`src/inc/dpc_defs.svh`:
```
`ifndef DPC_DEFS_SVH
`define DPC_DEFS_SVH

// ****************************************************************
// Register indices (byte address is four times the index)
// ****************************************************************
`define DPC_IDX_A_DATA 8'h06
`define DPC_IDX_C_DATA 8'h07
`define DPC_IDX_CTRL 8'h0b
`define DPC_IDX_OPTION 8'h81
`define DPC_IDX_A_DIR 8'h86
`define DPC_IDX_C_DIR 8'h87

// ****************************************************************
// Field positions
// ****************************************************************
`define DPC_OPT_PULL_BIT 7
`define DPC_OPT_EDGE_BIT 6
`define DPC_CTRL_CHG_BIT 0
`define DPC_CTRL_EXT_BIT 1
`define DPC_EXT_PIN 0
`define DPC_PROG_CLK_PIN 6
`define DPC_PROG_DAT_PIN 7

// ****************************************************************
// Reset values
// ****************************************************************
`define DPC_RST_OPTION 8'hff
`define DPC_RST_DIR 8'hff
`define DPC_RST_LATCH 8'h00
`define DPC_RST_ZERO 8'h00

`endif

```
`src/inc/dpc_pkg.sv`:
```
package dpc_pkg;

  // ****************************************************************
  // State of the port block
  // ****************************************************************
  typedef struct packed {
    logic [7:0] a_sync1;
    logic [7:0] a_sync2;
    logic [7:0] c_sync1;
    logic [7:0] c_sync2;
    logic [7:0] a_latch;
    logic [7:0] c_latch;
    logic [7:0] a_dir;
    logic [7:0] c_dir;
    logic [7:0] option;
    logic ext_prev;
    logic ext_flag;
    logic ack;
    logic [7:0] rdat;
    logic wake;
  } dpc_state_t;

  // ****************************************************************
  // State of the change detector
  // ****************************************************************
  typedef struct packed {
    logic [3:0] snap;
    logic flag;
  } dpc_chg_state_t;

endpackage

```
`src/inc/dpc_chg_if.sv`:
```
`timescale 1ns/1ns

// ****************************************************************
// Link between port control and change detector
// ****************************************************************
interface dpc_chg_if;
  logic [3:0] pins_hi;
  logic [3:0] dir_hi;
  logic refresh;
  logic clr_wr;
  logic clr_val;
  logic ce;
  logic flag;
  logic mismatch;

  modport ctrl (
    output pins_hi, dir_hi, refresh, clr_wr, clr_val, ce,
    input flag, mismatch
  );
  modport det (
    input pins_hi, dir_hi, refresh, clr_wr, clr_val, ce,
    output flag, mismatch
  );
endinterface

```
`src/design/dpc_change_detect.sv`:
```
`timescale 1ns/1ns
`include "dpc_defs.svh"

module dpc_change_detect
  import dpc_pkg::*;
(
  // Clock and reset
  input wire logic clk_i,
  input wire logic rst_i,
  // Control side
  dpc_chg_if.det chg
);

  dpc_chg_state_t s;
  dpc_chg_state_t next_s;

  // Only input pins take part; outputs are masked off
  assign chg.mismatch = |((chg.pins_hi ^ s.snap) & chg.dir_hi);
  assign chg.flag = s.flag;

  // Snapshot refresh on port access, flag set beats clear
  always_comb begin
    next_s = s;
    if (chg.refresh) begin
      next_s.snap = chg.pins_hi;
    end
    if (chg.clr_wr) begin
      next_s.flag = chg.clr_val;
    end
    // A standing mismatch keeps re-setting the flag
    if (chg.mismatch) begin
      next_s.flag = 1'b1;
    end
  end

  // State register, frozen while clock enable is low
  always_ff @(posedge clk_i) begin
    if (rst_i) begin
      s <= '0;
    end else if (chg.ce) begin
      s <= next_s;
    end
  end

  flag_follows_a: assert property (@(posedge clk_i) disable iff (rst_i)
    chg.ce && chg.mismatch |=> s.flag)
    else $error("mismatch did not set change flag");

  flag_cause_a: assert property (@(posedge clk_i) disable iff (rst_i)
    !$past(rst_i) && $rose(s.flag) |->
      $past(chg.mismatch) || $past(chg.clr_wr && chg.clr_val))
    else $error("change flag rose without cause");

  snap_load_a: assert property (@(posedge clk_i) disable iff (rst_i)
    chg.ce && chg.refresh |=> s.snap == $past(chg.pins_hi))
    else $error("snapshot not refreshed on access");

endmodule

```
`src/design/dpc_port_top.sv`:
```
// Added by the designer: register access over Wishbone.
`timescale 1ns/1ns
`include "dpc_defs.svh"

module dpc_port_top
  import dpc_pkg::*;
(
  // Clock, reset and enable
  input wire logic clk_i,
  input wire logic rst_i,
  input wire logic ce_i,
  // Wishbone slave
  input wire logic cyc_i,
  input wire logic stb_i,
  input wire logic we_i,
  input wire logic [9:0] adr_i,
  input wire logic [3:0] sel_i,
  input wire logic [31:0] dat_i,
  output logic [31:0] dat_o,
  output logic ack_o,
  // First port pins
  input wire logic [7:0] a_pin_i,
  output logic [7:0] a_pin_o,
  output logic [7:0] a_pin_oe_n_o,
  output logic [7:0] pullup_en_o,
  // Programming interface
  input wire logic prog_mode_i,
  input wire logic prog_data_drive_i,
  input wire logic prog_data_out_i,
  output logic prog_clock_pin_o,
  output logic prog_data_pin_o,
  // Second port pins
  input wire logic [7:0] c_pin_i,
  output logic [7:0] c_pin_o,
  output logic [7:0] c_pin_oe_n_o,
  // Peripheral overrides on the second port
  input wire logic [7:0] periph_en_i,
  input wire logic [7:0] periph_drive_i,
  input wire logic [7:0] periph_out_i,
  // Pin levels handed to the peripherals
  output logic osc_out_timer_clock_pin_o,
  output logic osc_in_capture_two_pin_o,
  output logic capture_compare_one_pin_o,
  output logic serial_clock_pin_o,
  output logic serial_data_in_pin_o,
  output logic serial_data_out_pin_o,
  output logic usart_tx_clock_pin_o,
  output logic usart_rx_data_pin_o,
  // Events and power
  input wire logic sleep_i,
  output logic port_change_flag_o,
  output logic ext_irq_flag_o,
  output logic wake_o
);

  // ****************************************************************
  // Declarations
  // ****************************************************************
  dpc_state_t s;
  dpc_state_t next_s;
  dpc_chg_if chg ();
  logic hit;
  logic [7:0] idx;
  logic ext_evt;
  logic [7:0] wmask;

  localparam dpc_state_t RESET_STATE = '{
    a_sync1: `DPC_RST_ZERO,
    a_sync2: `DPC_RST_ZERO,
    c_sync1: `DPC_RST_ZERO,
    c_sync2: `DPC_RST_ZERO,
    a_latch: `DPC_RST_LATCH,
    c_latch: `DPC_RST_LATCH,
    a_dir: `DPC_RST_DIR,
    c_dir: `DPC_RST_DIR,
    option: `DPC_RST_OPTION,
    ext_prev: 1'b0,
    ext_flag: 1'b0,
    ack: 1'b0,
    rdat: `DPC_RST_ZERO,
    wake: 1'b0
  };

  // ****************************************************************
  // Bus decode
  // ****************************************************************

  // New request only when no ack is out, so each cycle acks once
  assign hit = cyc_i && stb_i && !s.ack;
  assign idx = adr_i[9:2];
  assign wmask = {8{sel_i[0]}};

  // External interrupt edge, chosen by the option register
  assign ext_evt = s.option[`DPC_OPT_EDGE_BIT] ?
                   (s.a_sync2[`DPC_EXT_PIN] && !s.ext_prev) :
                   (!s.a_sync2[`DPC_EXT_PIN] && s.ext_prev);

  // ****************************************************************
  // Change detector hookup
  // ****************************************************************
  assign chg.pins_hi = s.a_sync2[7:4];
  assign chg.dir_hi = s.a_dir[7:4];
  assign chg.refresh = hit && (idx == `DPC_IDX_A_DATA);
  assign chg.clr_wr = hit && we_i && sel_i[0] && (idx == `DPC_IDX_CTRL);
  assign chg.clr_val = dat_i[`DPC_CTRL_CHG_BIT];
  assign chg.ce = ce_i;

  dpc_change_detect u_chg (
    .clk_i(clk_i),
    .rst_i(rst_i),
    .chg(chg)
  );

  // ****************************************************************
  // Next-state logic
  // ****************************************************************

  // Pins, registers, flags and read data in one place
  always_comb begin
    next_s = s;
    next_s.ack = hit;
    // Two flops per pin; the first stage feeds only the second
    next_s.a_sync1 = a_pin_i;
    next_s.a_sync2 = s.a_sync1;
    next_s.c_sync1 = c_pin_i;
    next_s.c_sync2 = s.c_sync1;
    next_s.ext_prev = s.a_sync2[`DPC_EXT_PIN];
    // Register writes
    if (hit && we_i) begin
      case (idx)
        // Pins read, lane merged, result stored in the latch
        `DPC_IDX_A_DATA: begin
          next_s.a_latch = (s.a_sync2 & ~wmask) |
                           (dat_i[7:0] & wmask);
        end
        `DPC_IDX_C_DATA: begin
          next_s.c_latch = (s.c_sync2 & ~wmask) |
                           (dat_i[7:0] & wmask);
        end
        `DPC_IDX_OPTION: begin
          if (sel_i[0]) begin
            next_s.option = dat_i[7:0];
          end
        end
        `DPC_IDX_A_DIR: begin
          if (sel_i[0]) begin
            next_s.a_dir = dat_i[7:0];
          end
        end
        `DPC_IDX_C_DIR: begin
          if (sel_i[0]) begin
            next_s.c_dir = dat_i[7:0];
          end
        end
        `DPC_IDX_CTRL: begin
          if (sel_i[0]) begin
            next_s.ext_flag = dat_i[`DPC_CTRL_EXT_BIT];
          end
        end
        default: begin
          next_s.ext_flag = s.ext_flag;
        end
      endcase
    end
    // Set beats a same-cycle software clear
    if (ext_evt) begin
      next_s.ext_flag = 1'b1;
    end
    // Read data; unmapped words and upper bits read zero
    next_s.rdat = `DPC_RST_ZERO;
    if (hit && !we_i) begin
      case (idx)
        `DPC_IDX_A_DATA: next_s.rdat = s.a_sync2;
        `DPC_IDX_C_DATA: next_s.rdat = s.c_sync2;
        `DPC_IDX_OPTION: next_s.rdat = s.option;
        `DPC_IDX_A_DIR: next_s.rdat = s.a_dir;
        `DPC_IDX_C_DIR: next_s.rdat = s.c_dir;
        `DPC_IDX_CTRL: begin
          next_s.rdat = {6'h00, s.ext_flag, chg.flag};
        end
        default: next_s.rdat = `DPC_RST_ZERO;
      endcase
    end
    // Wake request while asleep and a change is pending
    next_s.wake = sleep_i && (chg.flag || chg.mismatch);
  end

  // State register; reset sets directions to input, pull-ups off
  always_ff @(posedge clk_i) begin
    if (rst_i) begin
      s <= RESET_STATE;
    end else if (ce_i) begin
      s <= next_s;
    end
  end

  // ****************************************************************
  // Bus outputs
  // ****************************************************************
  assign ack_o = s.ack;
  assign dat_o = {24'h00_0000, s.rdat};

  // ****************************************************************
  // First port pins
  // ****************************************************************

  // Direction bit high floats the driver; low drives the latch
  always_comb begin
    a_pin_o = s.a_latch;
    a_pin_oe_n_o = s.a_dir;
    // Programming mode takes over the data pin
    if (prog_mode_i) begin
      a_pin_o[`DPC_PROG_DAT_PIN] = prog_data_out_i;
      a_pin_oe_n_o[`DPC_PROG_DAT_PIN] = !prog_data_drive_i;
    end
  end

  // Global enable, but never on a pin that drives
  assign pullup_en_o = {8{!s.option[`DPC_OPT_PULL_BIT]}} &
                       a_pin_oe_n_o;
  assign prog_clock_pin_o = s.a_sync2[`DPC_PROG_CLK_PIN];
  assign prog_data_pin_o = s.a_sync2[`DPC_PROG_DAT_PIN];

  // ****************************************************************
  // Second port pins
  // ****************************************************************

  // Per-pin override; software direction bit is kept but ignored
  genvar gi;
  generate
    for (gi = 0; gi < 8; gi = gi + 1) begin : g_cpin
      assign c_pin_o[gi] = periph_en_i[gi] ? periph_out_i[gi] :
                           s.c_latch[gi];
      assign c_pin_oe_n_o[gi] = periph_en_i[gi] ? !periph_drive_i[gi] :
                                s.c_dir[gi];
    end
  endgenerate

  // Synchronised levels for the sharing peripherals
  assign osc_out_timer_clock_pin_o = s.c_sync2[0];
  assign osc_in_capture_two_pin_o = s.c_sync2[1];
  assign capture_compare_one_pin_o = s.c_sync2[2];
  assign serial_clock_pin_o = s.c_sync2[3];
  assign serial_data_in_pin_o = s.c_sync2[4];
  assign serial_data_out_pin_o = s.c_sync2[5];
  assign usart_tx_clock_pin_o = s.c_sync2[6];
  assign usart_rx_data_pin_o = s.c_sync2[7];

  // ****************************************************************
  // Event outputs
  // ****************************************************************
  assign port_change_flag_o = chg.flag;
  assign ext_irq_flag_o = s.ext_flag;
  assign wake_o = s.wake;

  // ****************************************************************
  // Assertions
  // ****************************************************************
  dir_write_a: assert property (@(posedge clk_i) disable iff (rst_i)
    ce_i && hit && we_i && sel_i[0] && idx == `DPC_IDX_A_DIR
      && !prog_mode_i
    |=> a_pin_oe_n_o == $past(dat_i[7:0]))
    else $error("direction write not seen at pin enables");

  latch_write_a: assert property (@(posedge clk_i) disable iff (rst_i)
    ce_i && hit && we_i && idx == `DPC_IDX_A_DATA
    |=> s.a_latch == (($past(s.a_sync2) & ~$past(wmask)) |
                      ($past(dat_i[7:0]) & $past(wmask))))
    else $error("data latch merge wrong");

  pull_output_a: assert property (@(posedge clk_i) disable iff (rst_i)
    (pullup_en_o & ~s.a_dir) == 8'h00)
    else $error("pull-up on while driving");

  pull_global_a: assert property (@(posedge clk_i) disable iff (rst_i)
    !s.option[`DPC_OPT_PULL_BIT] && !prog_mode_i
    |-> pullup_en_o == s.a_dir)
    else $error("pull-ups not following enable");

  pull_reset_a: assert property (@(posedge clk_i)
    $past(rst_i) |-> pullup_en_o == 8'h00)
    else $error("pull-ups on after reset");

  ext_edge_a: assert property (@(posedge clk_i) disable iff (rst_i)
    ce_i && s.option[`DPC_OPT_EDGE_BIT] && !s.ext_prev
      && s.a_sync2[`DPC_EXT_PIN] |=> s.ext_flag)
    else $error("rising edge missed");

  sync_delay_a: assert property (@(posedge clk_i) disable iff (rst_i)
    ce_i ##1 ce_i |=> s.a_sync2 == $past(a_pin_i, 2))
    else $error("synchroniser depth wrong");

  pin_read_a: assert property (@(posedge clk_i) disable iff (rst_i)
    ce_i && hit && !we_i && idx == `DPC_IDX_A_DATA
    |=> ack_o && dat_o[7:0] == $past(s.a_sync2))
    else $error("port read not pin level");

  override_a: assert property (@(posedge clk_i) disable iff (rst_i)
    periph_en_i[3] |-> c_pin_oe_n_o[3] == !periph_drive_i[3]
      && (!periph_drive_i[3] || c_pin_o[3] == periph_out_i[3]))
    else $error("peripheral override ignored");

  wake_a: assert property (@(posedge clk_i) disable iff (rst_i)
    ce_i && sleep_i && chg.mismatch |=> wake_o)
    else $error("no wake on port change");

  ack_once_a: assert property (@(posedge clk_i) disable iff (rst_i)
    ack_o && ce_i |=> !ack_o)
    else $error("ack held over two cycles");

  ack_answer_a: assert property (@(posedge clk_i) disable iff (rst_i)
    ce_i && hit |=> ack_o)
    else $error("bus request not acknowledged");

  ce_freeze_a: assert property (@(posedge clk_i) disable iff (rst_i)
    !ce_i |=> s == $past(s))
    else $error("state moved while clock enable low");

  wake_cause_a: assert property (@(posedge clk_i) disable iff (rst_i)
    $rose(wake_o) |-> $past(sleep_i))
    else $error("wake raised while awake");

endmodule

```
`config.mk`:
```
export PLATFORM = sky130hd
export DESIGN_NAME = dpc_port_top
export DESIGN_NICKNAME = d
export VERILOG_FILES = /design/src/inc/dpc_pkg.sv /design/src/inc/dpc_chg_if.sv /design/src/design/dpc_change_detect.sv /design/src/design/dpc_port_top.sv
export VERILOG_INCLUDE_DIRS = /design/src /design/src/inc
export SDC_FILE = /design/constraint.sdc
export NUM_CORES = 1
export LEC_CHECK = 0
export ABC_AREA = 1
export BUFFER_PORTS_ARGS = -buffer_cell sky130_fd_sc_hd__buf_4
export CORE_MARGIN = 2
export CORE_UTILIZATION = 44
export CTS_CLUSTER_SIZE = 8
export DETAILED_ROUTE_END_ITERATION = 12
export HOLD_SLACK_MARGIN = 0.1
export PLACE_DENSITY = 0.77
export SLEW_MARGIN = 25
export SYNTH_ARGS = -nofsm -noshare
export SYNTH_HDL_FRONTEND = slang
export SYNTH_SLANG_ARGS = --single-unit
```
`constraint.sdc`:
```
create_clock -name clk_i -period 1.45 [get_ports clk_i]
set_clock_uncertainty 0.05 [all_clocks]
set_input_delay 0.3625 -clock clk_i [delete_from_list [all_inputs] [get_ports clk_i]]
set_output_delay 0.3625 -clock clk_i [all_outputs]
set_load 0.005 [all_outputs]
```
After elaboration in Yosys (flattened, before gate mapping):

Index checks and enable logic that the tools add are counted.

* flip-flop bits (word level): 89
* input port bits: 96
* word-level logic and storage cells: 96

* equal/unequal tests: 6
* muxes and demuxes: 27
* bitwise logic cells: 9
* reductions and logical operators: 38

Operators by type and width (number)
* $pmux 8 s6: 1
* $and 8x8->8: 4
* $mux 1: 25
* $eq 8x8->1 const B: 3
* $eq 8x3->1 const B: 2
* $or 8x8->8: 2
* $reduce_and 4->1: 4
* $logic_not 1->1: 14
* $logic_and 1x1->1: 10
* $eq 8x4->1 const B: 1
* $mux 8: 1
* $not 8->8: 1
* $reduce_bool 2->1: 4
* $reduce_and 3->1: 2
* $and 4x4->4: 1
* $reduce_and 2->1: 2
* $reduce_or 4->1: 1
* $xor 4x4->4: 1
* $logic_or 1x1->1: 1

Depth between registers and ports, before layout:

Gate-level depths: netlist of run 1.

* word-level depth: 7
* gate-level depth with buffers: 10
* depth with buffers taken out: 9

Modules after synthesis:

A second synthesis of run 1 with hierarchy kept.

* cell total of the unflattened synthesis: 653
* area, all modules: 4595.7 um^2

By module, submodules not included
* dpc_port_top: instances 1, cells each 607, area each 4317.9 um^2, seq. area each 1681.6 um^2
* dpc_change_detect: instances 1, cells each 46, area each 277.8 um^2, seq. area each 100.1 um^2

Worst setup path after synthesis of run 1:

No wires, ideal clock.

* kind: in2reg
* start: input adr_i[6]
* end: register s, in the netlist a_pin_o[6]
* data arrival time: 1.271 ns
* required time: 1.284 ns
* path slack: 0.013 ns
* stages on the path: 9
* cells stage by stage: inv_2 -> nand2_2 -> nor2_8 -> nand2_1 -> nor2_1 -> nand2_1 -> buf_6 -> o21ai_1 -> a21oi_1

* cells in the longest elaborated chain, start to end: 2

Ends and longest elaborated chain
* start, declared: RTL line dpc_port_top.sv:16 `input wire logic [9:0] adr_i,`
* $eq 8x3->1: RTL line dpc_port_top.sv:130 `case (idx)`
* $reduce_and 3->1 (no source line)
* end signal, assigned: RTL line dpc_port_top.sv:193 `s <= next_s;`
* end, declared: RTL line dpc_port_top.sv:59 `dpc_state_t s;`

No other way between the ends.
A chain may end at the register's enable or synchronous reset.

Worst setup path in the final report of run 1:

* start: register s, in the netlist ack_o
* end: register s[20] (netlist bit)

* cells in the longest elaborated chain, start to end: 4

Ends and longest elaborated chain
* $logic_not 1->1: RTL line dpc_port_top.sv:89 `assign hit = cyc_i && stb_i && !s.ack;`
* $logic_and 1x1->1: RTL line dpc_port_top.sv:89
* $logic_and 1x1->1: RTL line dpc_port_top.sv:129 `if (hit && we_i) begin`
* $reduce_and 4->1 (no source line)

No other way between the ends.

==> reports/qor.yml, run 1 <==
outcome:
  status: "finished, violations left"
  failed_checks: "setup timing"
power_and_ir_drop:
  vdd_drop_max_uv: 682
  powerDensity_nw_per_um2: 834
  leakage_nw: 3.02
  finalPower_mw: 4.98
final_layout:
  nFillCells: 960
  area_growth_pct: 30.7
  drive_gt1_share_pct: 29.3
  seq_area_um2: 1820
  antenna_cells: 0
  finalInstanceArea_um2: 5970
  final_nets: 883
  multi_input_area_um2: 2200
synthesis:
  synth_top_area_share_pct: 39.0
  synth_adder_area_share_pct: 0
  synth_top_family_by_area: "simple AND/OR/NAND/NOR gates"
  muxShareOfSynthArea_pct: 0
  yosysSeqAreaShare_pct: 39.0
  synth_warnings: 0
  ys_top_cells_by_area: "dfxtp_1, nand2_1, buf_4, nor2_1, o21ai_0"
  synth_edf_count: 0
  syn_inst: 663
  netlist_area_um2: 4570
  synth_simple_gate_area_share_pct: 26.6
  ys_types: 27
  synth_compound_area_share_pct: 17.6
  avgSynthCellArea_um2: 6.89
  async_flop_share_pct: 0
  synth-xor-area-share_pct: 0
  ys_top_cells_by_count: "nand2_1, nor2_1, dfxtp_1, inv_1, o21ai_0"
  ys_ff_latch: 89
  synth.largest_area_cell: "dfxtp_1"
  yosysMostFrequentCell: "nand2_1"
  synthFlopType: "dfxtp_1"
clocking:
  insertion_delay_ps: 360
  cts.clk_slew.worst_paths_ps: 90
  cts_buffer_depth: 2
  clock-sinks: 89
  cts_root_buf: "clkbuf_8"
  cts_buffers: 9
  h-tree-depth: 3
  cts_tree: "yes"
route:
  drt-total-wl_mm: 13.2
  dr.pass1.iters: 6
  num_vias: 4603
  drt-initial-drc-count: 248
  route.detailed.drc: 0
  antenna_left: 0
  wl_per_cell_um: 14.2
  via_per_inst: 4.96
floorplanning:
  dieHeight_um: 106
  design.die.area_um2: 11200
  initial_core_util_pct: 44.8
  io_pins: 182
  core-area_um2: 10200
  rows: 37
  fp.dieW_um: 106
critical_path:
  critPathCaptureType: "flop"
  arrival_ps: 1730
  reg2reg_slack_ps: -60
  cp_max_fo: 8
  required_ps: 1670
  rr_worst_depth: 6
  crit_type: "reg -> reg"
  endpoint: "s[20]"
  start_kind: "flop"
  r2r_end: "s[20]"
  crit_path_start: "ack_o"
  r2r-start: "ack_o"
placed_design:
  portBuffers: 128
  placed_cell_area_um2: 5600
  dpl_worst_slack_ps: -254
  gp_congestion: 0.902
  place.detailed.hpwl_mm: 9.92
sta:
  max_freq_ghz: 0.661
  fin_ws_ps: -62.5
  hold_viol: 0
  finalSetupViolations: 12
  rsz0062_at_grt: "true"
  timing.final.crit_share_pct: 104
  min_period_ps: 1510
  holdWs_ps: 173
  slew_viol_final: 0
  setup_tns_ps: -350
global_route:
  grt_max_degree: 54
  antenna_found_initial: 0
  track_usage_pct: 23.0
  grt_pass1_wl_mm: 20.3
  grt_pass1_vias: 4171
  grt_overflow: 0
hold_path:
  min_path_type: "in -> reg"
run:
  maxCapViolations: 0
worst min path at each step:
stage,slack [ps],endpoint,cells after the start,startpoint
final,170,next_s[57],3,c_pin_i[5]
after global routing,170,next_s[71],3,a_pin_i[3]
after CTS,170,next_s[55],3,c_pin_i[3]
after detailed placement,390,a_pin_o[3],2,a_pin_o[3]
after global placement,390,a_pin_o[5],2,a_pin_o[5]
after floorplan,370,a_pin_o[0],2,a_pin_o[0]
metrics by stage:
step,utilization [%],cells
floorplan,-,686
global placement,55.0,906
detailed placement,55.0,906
CTS,57.3,924
global route,58.6,928
finish,58.6,928
flip-flops by register name (all words and copies together) (netlist names):
name,flops
serial_data_in_pin_o,1
usart_rx_data_pin_o,1
next_s,17
chg.dir_hi,1
osc_in_capture_two_pin_o,1
a_pin_oe_n_o,7
ack_o,1
usart_tx_clock_pin_o,1
prog_clock_pin_o,1
s,29
u_chg.s,4
wake_o,1
capture_compare_one_pin_o,1
ext_irq_flag_o,1
dat_o,8
serial_clock_pin_o,1
u_chg.chg.flag,1
a_pin_o,7
osc_out_timer_clock_pin_o,1
prog_data_pin_o,1
serial_data_out_pin_o,1
chg.pins_hi,2
final cells by class:
type / count / area share [%]
repair buffers: 165 / 22.1
flip-flops and latches: 89 / 30.5
inverters: 71 / 4.46
clock buffers: 12 / 2.43
clock inverters: 4 / 0.880
well taps: 136 / 2.85
multi-input cells: 451 / 36.8
worst max-delay path: stages (launching register included):
cell	delay, ps
dfxtp_2	350
nor2_4	90
nand4_1	240
inv_2	240
buf_6	130
nand3_4	110
o211ai_1	200
timing repair:
| item | 4_1_cts | 5_1_grt |
|---|---|---|
| buffers inserted | 2 | 2 |
| hold buffers | 0 | 0 |
| gates resized for setup | 14 | 41 |
| cloned | 0 | 2 |
| endpoints found under the hold margin | 0 | 0 |
| pin swaps | 0 | 8 |
| setup endpoints to repair | 31 | 62 |
per-layer routing:
metal / routed length (um) / track usage, % / up-vias
met5: 0 / 0 / -
met4: 327 / 8.36 / 0
met3: 856 / 3.65 / 25
met2: 6230 / 38.5 / 186
met1: 5770 / 30.0 / 2085
li1: - / - / 2307
power by group:
part | total [mW] | switching [mW] | internal (mW) | leakage [nW]
clock network | 1.73 | 0.881 | 0.850 | 0.101
logic | 0.691 | 0.366 | 0.326 | 2.20
registers | 2.56 | 0.0578 | 2.50 | 0.721
cell families (layout without fill, tap and decap cells):
logic type             count (synthesis)  count (layout)
AO/OA/AOI/OAI                        138             138
flip-flops                            89              89
other                                  1              24
buffers and inverters                148             252
AND/OR/NAND/NOR                      287             289
cell usage in the layout, fill, tap and decap left out, drive strengths merged:
master / instances
buf: 165
nand2: 142
nor2: 99
dfxtp: 89
inv: 71
o21ai: 66
nand3: 44
a21oi: 29
o211ai: 24
conb: 24
clkbuf: 12
a211oi: 9
a21boi: 7
nor3: 3
clkinv: 3
a31oi: 2
o21a: 1
nand4: 1
bufinv: 1
Power figures use the tool's default switching activity.
==> run 2, diff against run 1 <==
CORE_UTILIZATION = 49   (was 44)
PLACE_DENSITY = 0.82   (was 0.77)
clock period = 1.7 ns   (was 1.45 ns; I/O delays follow)
==> run 2 against run 1 <==
Against the previous run: the run now ends clean; worst setup slack improved by 120 ps; clock power decreased by 14%; cell area decreased by 3.5%; sequential power decreased by 14%; critical path type is now reg -> out; highest routed layer unchanged.
==> reports/qor.yml, run 2 (synthesized netlist as in run 1, its figures left out) <==
outcome:
  status: "finished, final reports clean"
critical_path:
  crit_path_start: "chg.dir_hi[3]"
  path_buf_inv: 2
  r2r-start: "ack_o"
  required_ps: 1220
  cp_slowest_cell: "dfxtp_1"
  slowest_delay_ps: 380
  cp_top_family: "flip-flops"
  worstPathCellList: "inv_1 -> a211oi_2 -> buf_4"
  arrival_ps: 1170
  crit_type: "reg -> out"
  critPathCaptureType: "output port"
  start_kind: "flop"
  cp_max_fo: 2
clocking:
  cts_root_buf: "clkbuf_8"
  cts.clk_slew.worst_paths_ps: 100
  clock-sinks: 89
  h-tree-depth: 3
  cts_buffer_depth: 2
  insertion_delay_ps: 360
  cts_tree: "yes"
  cts_buffers: 9
route:
  drt-initial-drc-count: 250
  num_vias: 4633
  dr.pass1.iters: 5
  via_per_inst: 5.19
  route.detailed.drc: 0
  drt-total-wl_mm: 13.0
  antenna_left: 0
  wl_per_cell_um: 14.6
sta:
  timing.final.crit_share_pct: 96.9
  finalSetupViolations: 0
  slew_viol_final: 0
  rsz0062_at_grt: "false"
  fin_ws_ps: 53.3
  min_period_ps: 1650
  hold_viol: 0
  max_freq_ghz: 0.607
placed_design:
  gp_congestion: 0.906
  portBuffers: 128
  placed_cell_area_um2: 5560
  dpl_worst_slack_ps: -142
  place.detailed.hpwl_mm: 10.0
hold_path:
  hold_start: "a_pin_i[3]"
  min_path_type: "in -> reg"
floorplanning:
  io_pins: 182
  rows: 35
  design.die.area_um2: 10100
  initial_core_util_pct: 49.9
  dieHeight_um: 101
  fp.dieW_um: 101
  core-area_um2: 9150
final_layout:
  nFillCells: 828
  largest_reg_flops: 29
  mostFrequentLayoutCells: "buf_4, nand2_1, nor2_1"
  antenna_cells: 0
  multi_input_area_um2: 2120
  final_util_pct: 62.9
  top_register: "s"
  final_common_cell: "buf_4"
  final_nets: 872
  area_growth_pct: 26.1
  finalInstanceArea_um2: 5760
  drive_gt1_share_pct: 24.8
  seq_area_um2: 1780
power_and_ir_drop:
  vdd_drop_max_uv: 517
  powerDensity_nw_per_um2: 736
  leakage_nw: 2.98
global_route:
  grt_pass1_vias: 4290
  antenna_found_initial: 0
  grt_pass1_wl_mm: 20.7
  track_usage_pct: 25.8
  grt_max_degree: 41
  grt_overflow: 0
run:
  maxCapViolations: 0
[run 2: changes by cell type in the layout (fill, tap and decap cells not counted), moves of 3 or more]
cell     before  now
nand2_1     135  138
dfxtp_1      71   88
nand3_4       4    0
inv_1        62   65
o21ai_2       3    0
dfxtp_2      11    1
nand2_2       7    4
buf_4       158  149
o21ai_0      53   62
o21ai_1      10    4
inv_2         9    6
dfxtp_4       7    0
[run 2: final timing paths]
kind	to	cells past startpoint	slack (ps)
setup / recovery	pullup_en_o[7]	3	50
hold / removal	next_s[71]	3	230
hold reg to reg	a_pin_o[4]	2	400
setup reg to reg	a_pin_o[0]	7	140
[run 2: power by group]
| group | total (mW) | leakage (nW) | switching, mW | internal [mW] |
|---|---|---|---|---|
| logic | 0.559 | 2.16 | 0.298 | 0.261 |
| registers | 2.19 | 0.726 | 0.0484 | 2.14 |
| clock network | 1.49 | 0.0929 | 0.800 | 0.686 |
[run 2: worst reg2reg max path: stages, from the launching register on]
cell and delay, ps:
dfxtp_1 350, nor2_1 160, buf_4 140, nand2_1 60
nor2_1 170, nand2_1 210, buf_4 220, a21oi_1 140
[run 2: layout make-up]
type                       instances  share of cell area, %
timing repair buffer             156                   21.9
clock inverter                     6                   1.17
sequential                        89                   31.0
multi-input combinational        449                   36.8
tap                              111                   2.41
clock buffer                      10                   2.22
inverter                          71                   4.63
[run 2: metrics by stage]
stage	cells	power [mW]	TNS, ps	hold slack (ps)
2_1_floorplan	686	2.52	0	374
3_3_place_gp	876	2.78	-1180	392
3_5_place_dp	876	2.79	-2850	393
4_1_cts	892	4.23	0	227
5_1_grt	892	4.40	0	244
6_report	892	4.24	0	225
[run 2: layer usage]
| metal | vias to the layer above | global-route usage, % | share of wire, % |
|---|---|---|---|
| met2 | 188 | 43.9 | 49 |
| met1 | 2148 | 33.7 | 43 |
| met5 | - | 0 | 0 |
| met4 | 0 | 6.43 | 1.7 |
| met3 | 16 | 4.99 | 6.2 |
| li1 | 2281 | - | - |
[run 2: timing repair]
| action | CTS | global route |
|---|---|---|
| cloned | 0 | 0 |
| endpoints found under the setup margin | 7 | 11 |
| hold buffers | 0 | 0 |
| setup buffers | 0 | 0 |
| gates resized for setup | 1 | 4 |
| pin swaps | 0 | 0 |
==> run 3, diff against run 2 <==
SYNTH_HIERARCHICAL = 1   (was default)
TNS_END_PERCENT = 20   (was default)
clock period = 1.8 ns   (was 1.7 ns; I/O delays follow)
==> run 3 against run 2 <==
Against the previous run: cell count down 2.2%; sequential share of layout area up 0.77 points; clock-buffer cell count decreased by 1; largest cell class unchanged.
==> reports/qor.yml, run 3 <==
critical_path:
  rr_worst_depth: 5
  worstPathCellList: "a211oi_1 -> buf_4"
  start_kind: "flop"
  required_ps: 1300
  r2r-start: "ack_o"
  r2r_end: "a_pin_o[1]"
  crit_type: "reg -> out"
  arrival_ps: 1190
  slowest_delay_ps: 440
  critPathCaptureType: "output port"
  reg2reg_slack_ps: 370
  cp_slowest_cell: "dfxtp_1"
  cp_top_family: "flip-flops"
  path_buf_inv: 1
  cp_max_fo: 10
route:
  wl_met3_um: 827
  antenna_left: 0
  dr_wl_met2_mm: 5.97
  via_per_inst: 5.16
  wl_per_cell_um: 14.1
  route.detailed.drc: 0
  met1_length_mm: 5.25
  drt-total-wl_mm: 12.3
  routed.top_layer: "met4"
  drt-initial-drc-count: 316
  dr.pass1.iters: 5
  num_vias: 4497
hold_path:
  whs_endpoint: "next_s[54]"
  whs_path_depth: 3
  hold_start: "c_pin_i[2]"
  min_path_type: "in -> reg"
final_layout:
  largest_reg_flops: 29
  nFillCells: 835
  finalInstanceArea_um2: 5620
  antenna_cells: 0
  mostFrequentLayoutCells: "nand2_1, buf_4, nor2_1"
  final_nets: 854
  top_register: "s"
  drive_gt1_share_pct: 24.4
  area_growth_pct: 22.3
  final_common_cell: "nand2_1"
clocking:
  h-tree-depth: 3
  cts_tree: "yes"
  cts_buffers: 9
  clock-sinks: 89
  cts_setup_buffers: 0
  cts.clk_slew.worst_paths_ps: 80
  insertion_delay_ps: 360
  cts_buffer_depth: 2
  cts_root_buf: "clkbuf_8"
sta:
  max_freq_ghz: 0.592
  slew_viol_final: 0
  finalSetupViolations: 0
  rsz0062_at_grt: "false"
  timing.final.crit_share_pct: 93.9
  hold_viol: 0
  setup_tns_ps: 0
  min_period_ps: 1690
synthesis:
  synth_top_area_share_pct: 38.8
  yosysSeqAreaShare_pct: 38.8
  yosysMostFrequentCell: "nand2_1"
  synth_warnings: 6
  synth_top_family_by_area: "simple AND/OR/NAND/NOR gates"
  avgSynthCellArea_um2: 7.04
  async_flop_share_pct: 0
  synthFlopType: "dfxtp_1"
  muxShareOfSynthArea_pct: 0
  syn_inst: 653
  ys_top_cells_by_area: "dfxtp_1, nand2_1, buf_4, nor2_1, o21ai_0"
  synth_edf_count: 0
  ys_ff_latch: 89
  synth_adder_area_share_pct: 0
  synth_simple_gate_area_share_pct: 29.1
  netlist_area_um2: 4600
  ys_top_cells_by_count: "nand2_1, dfxtp_1, nor2_1, o21ai_0, inv_1"
  synth.largest_area_cell: "dfxtp_1"
  synth-xor-area-share_pct: 0
  ys_types: 28
  synth_compound_area_share_pct: 16.3
floorplanning:
  rows: 35
  design.die.area_um2: 10200
  initial_core_util_pct: 50.2
  core-area_um2: 9150
  dieHeight_um: 101
  io_pins: 182
  fp.dieW_um: 101
placed_design:
  placed_cell_area_um2: 5440
  portBuffers: 128
  place.detailed.hpwl_mm: 9.44
  gp_congestion: 0.929
global_route:
  grt_pass1_wl_mm: 19.5
  grt_pass1_vias: 4104
  grt_overflow: 0
  antenna_found_initial: 0
  track_usage_pct: 24.5
  grt_max_degree: 40
power_and_ir_drop:
  leakage_nw: 2.89
  vdd_drop_max_uv: 378
  powerDensity_nw_per_um2: 692
outcome:
  status: "finished, final reports clean"
run:
  maxCapViolations: 0
==> run 3: changes by cell type after synthesis, sizes merged, moves of 3 or more <==
cell,previous run,this run
a21oi,29,20
inv,71,57
a21boi,7,0
a31oi,2,16
nand2,142,156
a211oi,9,3
nand3,42,45
==> run 3: kinds of logic after synthesis <==
family / count (synthesis)
other cells: 1
simple gates: 301
buf+inv: 133
compound gates: 129
flops: 89
==> run 3: report_power, final <==
group	internal, mW	total (mW)	switching (mW)
sequential	2.02	2.08	0.0555
clock	0.626	1.31	0.680
combinational	0.237	0.506	0.269
==> run 3: area by class of cell <==
| cell class | instances | area [um^2] | share of cell area [%] |
|---|---|---|---|
| clock inverter | 5 | 58.8 | 1.05 |
| clock buffer | 9 | 124 | 2.20 |
| tap | 111 | 139 | 2.47 |
| timing repair buffer | 146 | 1120 | 20.0 |
| sequential | 89 | 1780 | 31.7 |
| inverter | 58 | 218 | 3.87 |
| multi-input combinational | 454 | 2180 | 38.7 |
==> run 3: timing repair <==
action	4_1_cts	5_1_grt
gates resized for setup	0	1
hold endpoints to repair	0	0
hold buffers	0	0
setup endpoints to repair	0	1
==> run 3: metrics by stage <==
step | utilization, % | hold slack [ps] | worst slack, ps | cells | power (mW)
final | 61.4 | 262 | 109 | 872 | 3.89
after global routing | 61.4 | 269 | 10.9 | 872 | 4.05
after CTS | 61.4 | 253 | 98.5 | 872 | 3.90
after detailed placement | 59.4 | 408 | 7.09 | 858 | 2.63
after global placement | 59.4 | 403 | 44.2 | 858 | 2.61
after floorplan | - | 389 | 299 | 676 | 2.38
==> run 3: worst register-to-register path: cells and delay by family, from the launching register on <==
| family | cells | cell delay (ps) |
|---|---|---|
| compound gates | 2 | 300 |
| flops | 1 | 360 |
| simple gates | 3 | 660 |
==> run 3: layer usage <==
metal | global-route usage [%] | vias up
met3 | 3.81 | 28
met5 | 0 | -
li1 | - | 2256
met2 | 41.1 | 192
met4 | 10.4 | 0
met1 | 31.1 | 2021
==> run 3: how the worst max path moves through the flow <==
| stage | depth (start not counted) | startpoint | endpoint |
|---|---|---|---|
| finish | 2 | s[19] | pullup_en_o[7] |
| detailed placement | 8 | adr_i[6] | a_pin_o[1] |
| global placement | 10 | adr_i[5] | dat_o[0] |
| CTS | 3 | chg.dir_hi[3] | pullup_en_o[7] |
| floorplan | 8 | cyc_i | s[19] |
| global route | 2 | s[19] | pullup_en_o[7] |
